==> config.mk <==
export PLATFORM = sky130hd
export DESIGN_NAME = dhp_port
export DESIGN_NICKNAME = d
export VERILOG_FILES = /design/src/design/dhp_pkg.sv /design/src/design/dhp_flag.sv /design/src/design/dhp_fifo.sv /design/src/design/dhp_port.sv
export VERILOG_INCLUDE_DIRS = /design/src /design/src/design
export SDC_FILE = /design/constraint.sdc
export NUM_CORES = 1
export LEC_CHECK = 0
export ABC_AREA = 1
export CORE_MARGIN = 2
export CORE_UTILIZATION = 56
export CTS_BUF_LIST = sky130_fd_sc_hd__clkbuf_16
export CTS_CLUSTER_SIZE = 10
export DETAILED_ROUTE_END_ITERATION = 7
export DONT_BUFFER_PORTS = 1
export PLACE_DENSITY = 0.79
export SETUP_SLACK_MARGIN = 0.15
export SLEW_MARGIN = 10
export SYNTH_ARGS = -nofsm -noshare
export SYNTH_HDL_FRONTEND = slang
export SYNTH_SLANG_ARGS = --single-unit
==> constraint.sdc <==
create_clock -name clk_sys -period 3.2 [get_ports clk_sys]
set_input_delay 0.64 -clock clk_sys [delete_from_list [all_inputs] [get_ports clk_sys]]
set_output_delay 0.64 -clock clk_sys [all_outputs]
set_load 0.02 [all_outputs]
==> src/design/dhp_regs.svh <==
// Register offsets, field positions and reset values of the host bus port.
// Assumes inclusion by bare name from the package and the bench.
`ifndef DHP_REGS_SVH
`define DHP_REGS_SVH

// ------------------------------------------------------------------
// Offsets held in this block on the five address lines
// ------------------------------------------------------------------
`define DHP_ADDR_W         5
`define DHP_OFS_CONFIG     5'h08
`define DHP_OFS_INT_EN     5'h09
`define DHP_OFS_INT_STAT   5'h0a
`define DHP_OFS_FIFO       5'h10

// ------------------------------------------------------------------
// Field positions
// ------------------------------------------------------------------
`define DHP_CFG_STROBE_DIR 0
`define DHP_IEN_MASK_LSB   0
`define DHP_IEN_MASK_MSB   7
`define DHP_IEN_CNT_LSB    8
`define DHP_IEN_CNT_MSB    12
`define DHP_CNT_W          5

// ------------------------------------------------------------------
// Reset values and bus constants
// ------------------------------------------------------------------
`define DHP_CONFIG_RST     16'h0000
`define DHP_INT_EN_RST     16'h0000
`define DHP_INT_STAT_RST   8'h00
`define DHP_OE_NONE        16'hffff
`define DHP_OE_BYTE        16'hff00
`define DHP_OE_WORD        16'h0000
`define DHP_FIFO_DEPTH     16

`endif

==> src/design/dhp_pkg.sv <==
// Types shared by the host bus port modules.
// Assumes dhp_regs.svh is on the include path.
`include "dhp_regs.svh"

package dhp_pkg;

	// ------------------------------------------------------------------
	// Conversion trigger sequencer states
	// ------------------------------------------------------------------
	typedef enum logic [2:0] {
		DHP_IDLE = 3'b001,
		DHP_HOLD = 3'b010,
		DHP_RUN  = 3'b100
	} dhp_trig_t;

	typedef logic [`DHP_ADDR_W-1:0] dhp_addr_t;

endpackage

==> src/design/dhp_flag.sv <==
// One sticky interrupt flag: hardware set, bulk clear by a status read.
// Assumes set and clear are single-cycle pulses on clk_sys.
`timescale 1ns/1ps

module dhp_flag (
	input  wire logic clk_sys,
	input  wire logic nrst,
	input  wire logic set,
	input  wire logic clr,
	output logic      flag_r
);

	// Set wins over clear so an event in the clearing cycle is kept
	always_ff @(posedge clk_sys) begin
		if (!nrst) begin
			flag_r <= 1'b0;
		end else if (set) begin
			flag_r <= 1'b1;
		end else if (clr) begin
			flag_r <= 1'b0;
		end
	end

endmodule // dhp_flag

==> src/design/dhp_fifo.sv <==
// Result buffer: flip-flop FIFO with valid/ready on both sides.
// Assumes one clock; the drain side may stall so the buffer really fills.
`timescale 1ns/1ps

module dhp_fifo #(
	parameter int WIDTH = 16,
	parameter int DEPTH = `DHP_FIFO_DEPTH
) (
	input  wire logic                     clk_sys,
	input  wire logic                     nrst,
	input  wire logic                     in_valid,
	output logic                          in_ready,
	input  wire logic [WIDTH-1:0]         in_data,
	output logic                          out_valid,
	input  wire logic                     out_ready,
	output logic [WIDTH-1:0]              out_data,
	output logic [$clog2(DEPTH+1)-1:0]    count
);

	localparam int AW = (DEPTH > 1) ? $clog2(DEPTH) : 1;
	localparam int CW = $clog2(DEPTH + 1);

	// Elaboration check on the shape
	if (DEPTH < 2 || WIDTH < 1) begin : g_bad
		$error("dhp_fifo: DEPTH must be >= 2 and WIDTH >= 1");
	end

	logic [WIDTH-1:0] mem_r [DEPTH];
	logic [AW-1:0]    wr_ptr_r;
	logic [AW-1:0]    rd_ptr_r;
	logic [CW-1:0]    count_r;
	logic             push;
	logic             pop;

	// Honest flags straight from the occupancy count
	assign in_ready  = (count_r != CW'(DEPTH));
	assign out_valid = (count_r != '0);
	assign out_data  = mem_r[rd_ptr_r];
	assign count     = count_r;
	assign push      = in_valid & in_ready;
	assign pop       = out_valid & out_ready;

	// Storage, written by index
	always_ff @(posedge clk_sys) begin
		if (push) begin
			mem_r[wr_ptr_r] <= in_data;
		end
	end

	// Pointers wrap at DEPTH, which need not be a power of two
	always_ff @(posedge clk_sys) begin
		if (!nrst) begin
			wr_ptr_r <= '0;
			rd_ptr_r <= '0;
		end else begin
			if (push) begin
				wr_ptr_r <= (wr_ptr_r == AW'(DEPTH - 1)) ? '0
				            : wr_ptr_r + 1'b1;
			end
			if (pop) begin
				rd_ptr_r <= (rd_ptr_r == AW'(DEPTH - 1)) ? '0
				            : rd_ptr_r + 1'b1;
			end
		end
	end

	// Occupancy
	always_ff @(posedge clk_sys) begin
		if (!nrst) begin
			count_r <= '0;
		end else if (push && !pop) begin
			count_r <= count_r + 1'b1;
		end else if (pop && !push) begin
			count_r <= count_r - 1'b1;
		end
	end

endmodule // dhp_fifo

==> src/design/dhp_port.sv <==
// Host bus port of the acquisition converter: strobes, address latch,
// 8/16-bit data lanes, interrupt, transfer request and conversion strobe.
// Assumes all pins are already synchronous to clk_sys; the pin wire level
// is resolved outside from the active-low output enables.
//
// Behaviour
// - Width select high: low byte only, upper lines released
// - Width select low: full sixteen-bit data exchange
// - Drive data only while read and select low
// - Take bus data only while write and select low
// - Select low freezes conversion clocking, resumes after
// - Latch address on falling address strobe
// - Input strobe rising edge triggers sample-and-hold
// - Next edge after hold starts conversion or compare
// - Output strobe high from start until completion
// - Reset makes the conversion strobe an input
// - Unmasked interrupt condition drives interrupt low
// - Status read clears pending interrupts, releases output
// - Request rises when buffer count equals threshold
// - Request falls once the buffer is empty
`timescale 1ns/1ps

module dhp_port
	import dhp_pkg::*;
#(
	parameter int DEPTH = `DHP_FIFO_DEPTH
) (
	input  wire logic                  clk_sys,
	input  wire logic                  nrst,
	input  wire logic                  bus_width_select,
	input  wire logic                  cs_n,
	input  wire logic                  rd_n,
	input  wire logic                  wr_n,
	input  wire logic                  ale,
	input  wire dhp_pkg::dhp_addr_t    register_address_lines,
	input  wire logic [15:0]           data_in,
	output logic [15:0]                data_out,
	output logic [15:0]                data_oe_n,
	input  wire logic                  conv_strobe_in,
	output logic                       conv_strobe_out,
	output logic                       conv_strobe_oe_n,
	output logic                       int_n,
	output logic                       transfer_request,
	output logic                       clk_freeze,
	output logic                       sh_hold,
	output logic                       start_conv,
	output logic                       start_cmp,
	input  wire logic                  instr_is_compare,
	input  wire logic                  op_start,
	input  wire logic                  op_done,
	input  wire logic [7:0]            irq_event,
	input  wire logic                  res_valid,
	output logic                       res_ready,
	input  wire logic [15:0]           res_data,
	output dhp_pkg::dhp_addr_t         reg_addr,
	output logic                       reg_wr,
	output logic [15:0]                reg_wdata,
	output logic                       reg_rd,
	input  wire logic [15:0]           reg_rdata
);

	import dhp_pkg::*;

	localparam int CW = $clog2(DEPTH + 1);

	// Threshold field must be able to name a full buffer
	if (DEPTH + 1 > (1 << `DHP_CNT_W) || DEPTH < 2) begin : g_bad
		$error("dhp_port: DEPTH out of range for the count field");
	end

	// ------------------------------------------------------------------
	// Declarations
	// ------------------------------------------------------------------
	logic              rd_act;
	logic              wr_act;
	logic              rd_q_r;
	logic              wr_q_r;
	logic              rd_end;
	logic              wr_end;
	logic              last_byte;
	logic              byte_hi_r;
	dhp_addr_t         addr_lat_r;
	dhp_addr_t         eff_addr;
	dhp_addr_t         reg_addr_r;
	logic              is_local;
	logic [15:0]       wbus_r;
	logic [7:0]        wlow_r;
	logic [15:0]       wword;
	logic              commit;
	logic [15:0]       config_r;
	logic [15:0]       int_en_r;
	logic [7:0]        status;
	logic              stat_clr;
	logic [15:0]       rword;
	logic [15:0]       data_out_r;
	logic [15:0]       data_oe_n_r;
	logic              fifo_valid;
	logic [15:0]       fifo_data;
	logic [CW-1:0]     fifo_count;
	logic              fifo_pop;
	logic              reg_wr_r;
	logic              reg_rd_r;
	logic [15:0]       reg_wdata_r;
	logic              int_n_r;
	logic              treq_r;
	logic              freeze_r;
	logic              strobe_q_r;
	logic              strobe_dir;
	logic              strobe_rise;
	dhp_trig_t         trig_r;
	logic              sh_hold_r;
	logic              start_conv_r;
	logic              start_cmp_r;
	logic              strobe_out_r;
	logic              strobe_oe_n_r;
	logic              go;

	// ------------------------------------------------------------------
	// Bus strobes and address
	// ------------------------------------------------------------------
	// Access qualifiers; select outside an access is the host's duty
	assign rd_act = ~rd_n & ~cs_n;
	assign wr_act = ~wr_n & ~cs_n;
	assign rd_end = rd_q_r & ~rd_act;
	assign wr_end = wr_q_r & ~wr_act;
	// Side effects only once the whole word has moved
	assign last_byte = ~bus_width_select | byte_hi_r;

	// A held-high strobe makes the lines transparent
	assign eff_addr = ale ? register_address_lines : addr_lat_r;
	assign is_local = (reg_addr_r == `DHP_OFS_CONFIG) ||
	                  (reg_addr_r == `DHP_OFS_INT_EN) ||
	                  (reg_addr_r == `DHP_OFS_INT_STAT) ||
	                  (reg_addr_r == `DHP_OFS_FIFO);

	// Follow the lines while the strobe is high; the low edge freezes
	always_ff @(posedge clk_sys) begin
		if (!nrst) begin
			addr_lat_r <= '0;
		end else if (ale) begin
			addr_lat_r <= register_address_lines;
		end
	end

	// Access edge tracking and the address the access used
	always_ff @(posedge clk_sys) begin
		if (!nrst) begin
			rd_q_r     <= 1'b0;
			wr_q_r     <= 1'b0;
			reg_addr_r <= '0;
		end else begin
			rd_q_r <= rd_act;
			wr_q_r <= wr_act;
			if (rd_act || wr_act) begin
				reg_addr_r <= eff_addr;
			end
		end
	end

	// Byte phase on a narrow bus: low byte first, then high byte
	always_ff @(posedge clk_sys) begin
		if (!nrst || !bus_width_select) begin
			byte_hi_r <= 1'b0;
		end else if (rd_end || wr_end) begin
			byte_hi_r <= ~byte_hi_r;
		end
	end

	// ------------------------------------------------------------------
	// Write path
	// ------------------------------------------------------------------
	// Last data seen during the strobe is what the write stores
	always_ff @(posedge clk_sys) begin
		if (!nrst) begin
			wbus_r <= '0;
			wlow_r <= '0;
		end else begin
			if (wr_act) begin
				wbus_r <= data_in;
			end
			if (wr_end && bus_width_select && !byte_hi_r) begin
				wlow_r <= wbus_r[7:0];
			end
		end
	end

	assign commit = wr_end & last_byte;
	// Upper lines are ignored entirely on the narrow bus
	assign wword  = bus_width_select ? {wbus_r[7:0], wlow_r} : wbus_r;

	// Configuration and interrupt enable held here
	always_ff @(posedge clk_sys) begin
		if (!nrst) begin
			config_r <= `DHP_CONFIG_RST;
			int_en_r <= `DHP_INT_EN_RST;
		end else if (commit) begin
			if (reg_addr_r == `DHP_OFS_CONFIG) begin
				config_r <= wword;
			end
			if (reg_addr_r == `DHP_OFS_INT_EN) begin
				int_en_r <= wword;
			end
		end
	end

	// Everything not held here is passed to the converter core
	always_ff @(posedge clk_sys) begin
		if (!nrst) begin
			reg_wr_r    <= 1'b0;
			reg_rd_r    <= 1'b0;
			reg_wdata_r <= '0;
		end else begin
			reg_wr_r <= commit & ~is_local;
			reg_rd_r <= rd_end & last_byte & ~is_local;
			if (commit) begin
				reg_wdata_r <= wword;
			end
		end
	end

	// ------------------------------------------------------------------
	// Read path
	// ------------------------------------------------------------------
	// Read mux over every location on the address lines
	always_comb begin
		rword = reg_rdata;
		unique case (eff_addr)
			`DHP_OFS_CONFIG:   rword = config_r;
			`DHP_OFS_INT_EN:   rword = int_en_r;
			`DHP_OFS_INT_STAT: rword = {8'h00, status};
			`DHP_OFS_FIFO:     rword = fifo_data;
			default:           rword = reg_rdata;
		endcase
	end

	// Drivers on only inside an enabled read; one cycle of latency
	always_ff @(posedge clk_sys) begin
		if (!nrst) begin
			data_out_r  <= '0;
			data_oe_n_r <= `DHP_OE_NONE;
		end else if (rd_act) begin
			data_out_r  <= (bus_width_select && byte_hi_r) ?
			               {8'h00, rword[15:8]} : rword;
			data_oe_n_r <= bus_width_select ? `DHP_OE_BYTE
			               : `DHP_OE_WORD;
		end else begin
			data_oe_n_r <= `DHP_OE_NONE;
		end
	end

	// Pop and clear at the end of the read so data holds meanwhile
	assign fifo_pop = rd_end & last_byte & (reg_addr_r == `DHP_OFS_FIFO);
	assign stat_clr = rd_end & last_byte &
	                  (reg_addr_r == `DHP_OFS_INT_STAT);

	// ------------------------------------------------------------------
	// Interrupt flags and request outputs
	// ------------------------------------------------------------------
	genvar gi;
	generate
		for (gi = 0; gi < 8; gi++) begin : g_flag
			dhp_flag u_flag (
				.clk_sys (clk_sys),
				.nrst    (nrst),
				.set     (irq_event[gi]),
				.clr     (stat_clr),
				.flag_r  (status[gi])
			);
		end
	endgenerate

	// Threshold zero never requests, else an empty buffer would match
	always_ff @(posedge clk_sys) begin
		if (!nrst) begin
			int_n_r <= 1'b1;
			treq_r  <= 1'b0;
		end else begin
			int_n_r <= ~|(status &
			    int_en_r[`DHP_IEN_MASK_MSB:`DHP_IEN_MASK_LSB]);
			if (fifo_count == '0) begin
				treq_r <= 1'b0;
			end else if (`DHP_CNT_W'(fifo_count) ==
			             int_en_r[`DHP_IEN_CNT_MSB:`DHP_IEN_CNT_LSB]) begin
				treq_r <= 1'b1;
			end
		end
	end

	// ------------------------------------------------------------------
	// Result buffer
	// ------------------------------------------------------------------
	dhp_fifo #(
		.WIDTH (16),
		.DEPTH (DEPTH)
	) u_fifo (
		.clk_sys   (clk_sys),
		.nrst      (nrst),
		.in_valid  (res_valid),
		.in_ready  (res_ready),
		.in_data   (res_data),
		.out_valid (fifo_valid),
		.out_ready (fifo_pop),
		.out_data  (fifo_data),
		.count     (fifo_count)
	);

	// ------------------------------------------------------------------
	// Clock freeze and conversion strobe
	// ------------------------------------------------------------------
	assign strobe_dir  = config_r[`DHP_CFG_STROBE_DIR];
	assign strobe_rise = conv_strobe_in & ~strobe_q_r;
	// A start from hold waits out a freeze; a trigger edge or op_start during one is lost
	assign go          = ~freeze_r & cs_n;

	always_ff @(posedge clk_sys) begin
		if (!nrst) begin
			freeze_r   <= 1'b0;
			strobe_q_r <= 1'b0;
		end else begin
			freeze_r   <= ~cs_n;
			strobe_q_r <= conv_strobe_in;
		end
	end

	// Hold on the input edge, start on the next edge, run until done
	always_ff @(posedge clk_sys) begin
		if (!nrst) begin
			trig_r       <= DHP_IDLE;
			sh_hold_r    <= 1'b0;
			start_conv_r <= 1'b0;
			start_cmp_r  <= 1'b0;
		end else begin
			sh_hold_r    <= 1'b0;
			start_conv_r <= 1'b0;
			start_cmp_r  <= 1'b0;
			unique case (trig_r)
				DHP_IDLE: begin
					if (!strobe_dir && strobe_rise && go) begin
						trig_r    <= DHP_HOLD;
						sh_hold_r <= 1'b1;
					end else if (strobe_dir && op_start && go) begin
						trig_r       <= DHP_RUN;
						start_conv_r <= ~instr_is_compare;
						start_cmp_r  <= instr_is_compare;
					end
				end
				DHP_HOLD: begin
					if (go) begin
						trig_r       <= DHP_RUN;
						start_conv_r <= ~instr_is_compare;
						start_cmp_r  <= instr_is_compare;
					end
				end
				DHP_RUN: begin
					if (op_done) begin
						trig_r <= DHP_IDLE;
					end
				end
			endcase
		end
	end

	// Output strobe spans the operation; released while an input
	always_ff @(posedge clk_sys) begin
		if (!nrst) begin
			strobe_out_r  <= 1'b0;
			strobe_oe_n_r <= 1'b1;
		end else begin
			strobe_oe_n_r <= ~strobe_dir;
			if (start_conv_r || start_cmp_r) begin
				strobe_out_r <= 1'b1;
			end else if (op_done) begin
				strobe_out_r <= 1'b0;
			end
		end
	end

	// ------------------------------------------------------------------
	// Outputs
	// ------------------------------------------------------------------
	assign data_out         = data_out_r;
	assign data_oe_n        = data_oe_n_r;
	assign conv_strobe_out  = strobe_out_r;
	assign conv_strobe_oe_n = strobe_oe_n_r;
	assign int_n            = int_n_r;
	assign transfer_request = treq_r;
	assign clk_freeze       = freeze_r;
	assign sh_hold          = sh_hold_r;
	assign start_conv       = start_conv_r;
	assign start_cmp        = start_cmp_r;
	assign reg_addr         = reg_addr_r;
	assign reg_wr           = reg_wr_r;
	assign reg_wdata        = reg_wdata_r;
	assign reg_rd           = reg_rd_r;

endmodule // dhp_port

==> flow_summary.ini, run 1 <==
[yosys]
synthArstFlopShare_pct = 0
synth_cell_types = 47
ys_seq_area_share_pct = 61.4
netlist_area_um2 = 17100
synth-main-ff-cell = edfxtp_1
synth_edf_count = 256
ys_ff_latch = 398
syn_nets = 1931
yosys_warnings = 0
avgSynthCellArea_um2 = 9.27
netlist_instances = 1848

[sta]
setup_violations = 0
relSlewSlack_pct = 41.5
rsz0062_at_grt = false
skew_ps = 17.5
clock.fmax_mhz = 353
final_hold_viol_count = 0
finalCriticalPeriod_ps = 2830
slew_viol_final = 0
worst_slew_pin_slew_ps = 877
fin_crit_sh_pct = 88.5
setup_ws_ps = 368
tns_ps = 0

[die]
start_util_pct = 56.5
die_area_um2 = 32000
die_x_um = 179
rows = 64
chipHeight_um = 179
core-area_um2 = 30300
io_pins = 137

[layout]
num-fill-cells = 2304
final_cells = 2242
diodes = 0
final_cell_mix = nand2_1, edfxtp_1, nand3_1, nor2_1, inv_1
area_delta_synth_final_pct = 9.15
multiInputGateArea_um2 = 5500
regArea_um2 = 10500
layout_commonest_cell = nand2_1
drive_gt1_share_pct = 8.94
nets = 1912

[outcome]
status = complete, no violations

[setup_path]
path_max_fanout = 6
critPathTopFamily = simple AND/OR/NAND/NOR gates
regToRegStartpoint = reg_addr[3]$_SDFFE_PN0P_
path_cells = inv_1, nand4_1, nor3_1, buf_4, inv_1, ha_1, inv_1, ha_1, a21o_1, a21oi_1, nor2_1, nor2_1, a21o_1, nand2_1, a31oi_1
crit_cells = 15
arrival_ps = 3290
crit_top_cell = inv_1
r2r_cells = 15
crit_path_start_kind = flop
crit_required_ps = 3650
rrSetupSlack_ps = 370
rr_endpoint = u_fifo.count[4]$_SDFFE_PN0P_
crit_type = flop to flop
critPathLaunch = reg_addr[3]$_SDFFE_PN0P_
cp_slowest_stage_delay_ps = 370
path_buf_inv = 4
crit_path_end_kind = flop
critPathSlowestCell = dfxtp_1
critical_path.endpoint = u_fifo.count[4]$_SDFFE_PN0P_

[grt]
grt_pass1_wl_mm = 63.8
antenna_found_initial = 0
grt_pass1_vias = 12000
overflow = 0
grt_max_degree = 106
grt.total_usage_pct = 25.8

[placed_design]
place_congestion = 0.909
dpl_worst_slack_ps = 197
dpl.cell_count = 2178
io_buffers = 0
dp_hpwl_mm = 26.6

[power]
peakVddDrop_mv = 0.439
p_total_uw = 10600
p_leak_uw = 0.00748
p_per_area_nw_per_um2 = 569

[clock_tree]
h-tree-depth = 2
cts_tree = done
cts_root_buffer = clkbuf_16
cts_buffers = 45
clockBufferDepth = 3
clkTransAtPathRegs_ps = 60
ctsHoldBuffers = 0
clk_latency_ps = 540
clock-sinks = 398

[detailed_routing]
vias = 12700
ant_nets = 0
drc = 0
initialDrtViolationCount = 1416
viasPerCell = 5.67
wl_per_cell_um = 18.6
drt-total-wl_mm = 41.7
first_pass_iters = 8

[flow_run]
cap_violations = 0

[min_path]
holdCritStartpoint = cs_n
hp-class = primary input to flop
## metrics by stage
stage                     utilization [%]  instance area (um2)  hold WS [ps]
final                                61.6                18700           177
after global routing                 61.6                18700           171
after CTS                            61.6                18700           167
after detailed placement             57.6                17500           445
after global placement               57.6                17500           437
after floorplan                         -                17100           405
## worst min path at each step
stage,endpoint,slack (ps),cells past startpoint
5_1_grt,clk_freeze$_SDFF_PN0_,170,1
2_1_floorplan,conv_strobe_oe_n$_SDFF_PN1_,410,1
3_3_place_gp,wbus_r[15]$_SDFFE_PN0P_,440,2
6_report,clk_freeze$_SDFF_PN0_,180,1
4_1_cts,clk_freeze$_SDFF_PN0_,170,1
3_5_place_dp,config_r[4]$_SDFFE_PN0P_,450,2
## registers in the layout, indices dropped and copies added, names as in the netlist, 2 cells and up, named ones only
name,count
data_oe_n,2
u_fifo.mem_r,256
u_fifo.count,5
g_flag.u_flag.flag_r,8
int_en_r,16
data_out,16
u_fifo.wr_ptr_r,4
wbus_r,16
wlow_r,8
reg_addr,5
trig_r,3
addr_lat_r,5
reg_wdata,16
u_fifo.rd_ptr_r,4
config_r,16
## power by group
| group | total (uW) | switching, uW | internal (uW) |
|---|---|---|---|
| Sequential | 5710 | 114 | 5590 |
| Clock | 4350 | 1850 | 2500 |
| Combinational | 580 | 393 | 186 |
## synthesized netlist by cell type (2+ instances only)
library cell	number	area [um2]
a211oi_1	9	67.6
a211oi_2	2	25.0
a21o_1	2	15.0
a21oi_1	80	400
a31oi_1	5	31.3
buf_1	8	30.0
buf_2	35	175
buf_4	17	128
buf_6	4	45.0
clkbuf_1	42	158
dfxtp_1	142	2840
edfxtp_1	256	7690
ha_1	9	113
inv_1	151	567
inv_2	5	18.8
nand2_1	517	1940
nand2_2	14	87.6
nand2_4	9	101
nand3_1	179	896
nand3_2	3	30.0
nand4_1	5	31.3
nor2_1	186	698
nor2_2	3	18.8
nor2_8	2	40.0
nor3_1	8	40.0
nor4_1	2	12.5
o211ai_1	10	75.1
o21a_1	4	30.0
o21ai_0	100	500
o32ai_1	2	17.5
or2_2	16	100
xnor2_1	4	35.0
xor2_1	3	26.3
## area by class of cell
cell class / instances / area share (%)
Tap cell: 396 / 2.65
Inverter: 158 / 3.22
Clock buffer: 45 / 6.02
Clock inverter: 19 / 0.435
Multi-Input combinational cell: 1186 / 29.4
Timing Repair Buffer: 40 / 1.94
Sequential cell: 398 / 56.3
## per-layer routing
layer	vias up	wire, um	global-route usage (%)
li1	6032	-	-
met2	616	19700	40.4
met1	5952	16100	34.5
met4	0	1670	11.2
met3	106	4230	5.85
met5	-	0	0
## cells by family after synthesis
logic type               synth area share [%]
adder cells (fa/ha/maj)                 0.774
AND/OR/NAND/NOR                          23.7
XOR/XNOR                                0.358
flip-flops                               61.4
buffers and inverters                    6.64
AO/OA/AOI/OAI                            7.12
## timing repair
item                                    CTS  global route
hold endpoints to repair                  0             0
resized for setup                         0             2
endpoints found under the setup margin    0             1
buffers inserted                          0             0
Power figures use the tool's default switching activity.
==> inputs of run 2 (changes only) <==
- CELL_PAD_IN_SITES_DETAIL_PLACEMENT: default -> 2
- CELL_PAD_IN_SITES_GLOBAL_PLACEMENT: default -> 2
- CORE_UTILIZATION: 56 -> 36
- PLACE_DENSITY: 0.79 -> 0.83
- clock period: 3.2 -> 2.6 ns (I/O delays scaled with it)
==> run 2 against run 1 <==
Compared with the run above: count of clock-buffer cells in the layout rose by 4; total power grew 33%; first-iteration DRC count down 45%; maximum frequency is 19% higher; worst setup slack lost 150 ps; cell area up 4.5%; sequential power is 23% higher; die area is 54% higher; wire length rose by 47%.
==> flow_summary.ini, run 2 (synthesis gave the netlist of run 1 again) <==
[detailed_routing]
initialDrtViolationCount = 779
vias = 13600
drt-total-wl_mm = 61.4
first_pass_iters = 5
viasPerCell = 5.44
ant_nets = 0
drc = 0
wl_per_cell_um = 24.6

[power]
p_per_area_nw_per_um2 = 722
intPower_uw = 10700
clkPwrFrac_pct = 43.6
p_leak_uw = 0.00778
swShare_pct = 23.9
sequentialPowerShare_pct = 49.8
comb_power_share_pct = 6.6
peakVddDrop_mv = 0.433
p_total_uw = 14100
switchingPower_uw = 3370

[setup_path]
path_max_fanout = 4
critPathLaunch = u_fifo.count[0]$_SDFFE_PN0P_
crit_path_end_kind = flop
cp_slowest_stage_delay_ps = 400
crit_type = flop to flop
arrival_ps = 2890
critPathSlowestCell = fa_2
regToRegStartpoint = u_fifo.count[0]$_SDFFE_PN0P_
path_cells = nor2_4, nand3_2, nor2_4, nor3_4, inv_2, ha_4, inv_4, fa_2, a21o_1, a21oi_2, nor2_2, nor2_2, a21o_1, nand2_1, a31oi_1
crit_path_start_kind = flop
crit_required_ps = 3110

[grt]
overflow = 0
antenna_found_initial = 2
grt_max_degree = 95
grt_pass1_wl_mm = 92.6
grt.total_usage_pct = 24.7
grt_pass1_vias = 15300

[layout]
num-fill-cells = 4942
area_delta_synth_final_pct = 14.0
drive_gt1_share_pct = 11.6
layout_commonest_cell = nand2_1
final_cell_mix = nand2_1, edfxtp_1, nor2_1, nand3_1, inv_1
nets = 1947
top_register = u_fifo.mem_r
final_core_util_pct = 41.8
largest_register_ffs = 256

[clock_tree]
h-tree-depth = 2
cts_root_buffer = clkbuf_16
cts_buffers = 47
clockBufferDepth = 3
cts_tree = done
clock-sinks = 398
clkTransAtPathRegs_ps = 60
clk_latency_ps = 590

[min_path]
holdCritStartpoint = res_data[6]
hp-class = primary input to flop

[sta]
worst_slew_pin_slew_ps = 941
final_hold_viol_count = 0
rsz0062_at_grt = true
setup_violations = 0
fin_crit_sh_pct = 91.7
skew_ps = 16.2
relSlewSlack_pct = 36.6
slew_viol_final = 0
finalCriticalPeriod_ps = 2380
tns_ps = 0
clock.fmax_mhz = 419
worst_hold_slack_ps = 27.0

[outcome]
status = complete, no violations

[flow_run]
cap_violations = 0

[die]
die_area_um2 = 49400
die_x_um = 222
io_pins = 137
chipHeight_um = 222
rows = 79
start_util_pct = 36.7
core-area_um2 = 46800

[placed_design]
place_congestion = 0.788
dp_hpwl_mm = 38.8
io_buffers = 0
run 2: cell types whose count changed in the layout (fill, tap and decap cells not counted), sizes merged:
| cell | previous run | this run |
|---|---|---|
| dlygate4sd3 | 0 | 1 |
| buf | 40 | 72 |
| diode | 0 | 1 |
| clkinv | 2 | 4 |
| inv | 175 | 178 |
| bufinv | 0 | 2 |
| clkbuf | 45 | 49 |
run 2: final timing paths:
path	to	slack, ps	cells after the start
max	u_fifo.count[4]$_SDFFE_PN0P_	220	15
min reg2reg	wbus_r[15]$_SDFFE_PN0P_	480	2
max reg2reg	u_fifo.count[4]$_SDFFE_PN0P_	220	15
min	u_fifo.mem_r[1][6]$_DFFE_PP_	30	0
run 2: final cells by class:
class	instances	area, um2	share of cell area [%]
sequential	398	10500	54.0
multi-input combinational	1186	5570	28.5
clock buffer	49	1230	6.28
tap	607	759	3.89
timing repair buffer	73	666	3.41
inverter	158	607	3.11
clock inverter	26	166	0.852
antenna	1	2.50	0.0128
run 2: power by group through the flow:
stage                     sequential [uW]  combinational, uW  clock, uW
after floorplan                      7110                568          0
after global placement               7130                792          0
final                                7020                929       6160
after CTS                            7020                900       6280
after detailed placement             7140                854          0
after global routing                 7030               1020       6500
run 2: worst max-delay path, delay by kind of cell (launching register included):
family | cells | cell delay (ps)
adders and majority gates | 2 | 580
and+or+nand+nor | 7 | 630
AOI/OAI and AO/OA | 4 | 600
DFF | 1 | 330
buffers and inverters | 2 | 160
run 2: routing by layer:
layer | global-route usage [%] | up-vias | wire [um]
li1 | - | 6117 | -
met1 | 29.3 | 6957 | 24900
met2 | 43.5 | 368 | 31000
met3 | 5.32 | 141 | 3400
met4 | 9.61 | 2 | 2150
met5 | 0 | - | 13
run 2: stage by stage:
stage / cell area, um2 / setup slack (ps) / instances
floorplan: 17200 / 160 / 1848
global placement: 18000 / -43.7 / 2414
detailed placement: 18000 / -155 / 2414
CTS: 19500 / 173 / 2493
global route: 19500 / 55.6 / 2497
finish: 19500 / 216 / 2498
run 2: what timing repair did:
item	CTS	global route
cloned	0	0
hold endpoints to repair	1	0
setup buffers	3	4
hold buffers	1	0
pin swaps	7	11
gates resized for setup	13	16
setup endpoints to repair	2	6
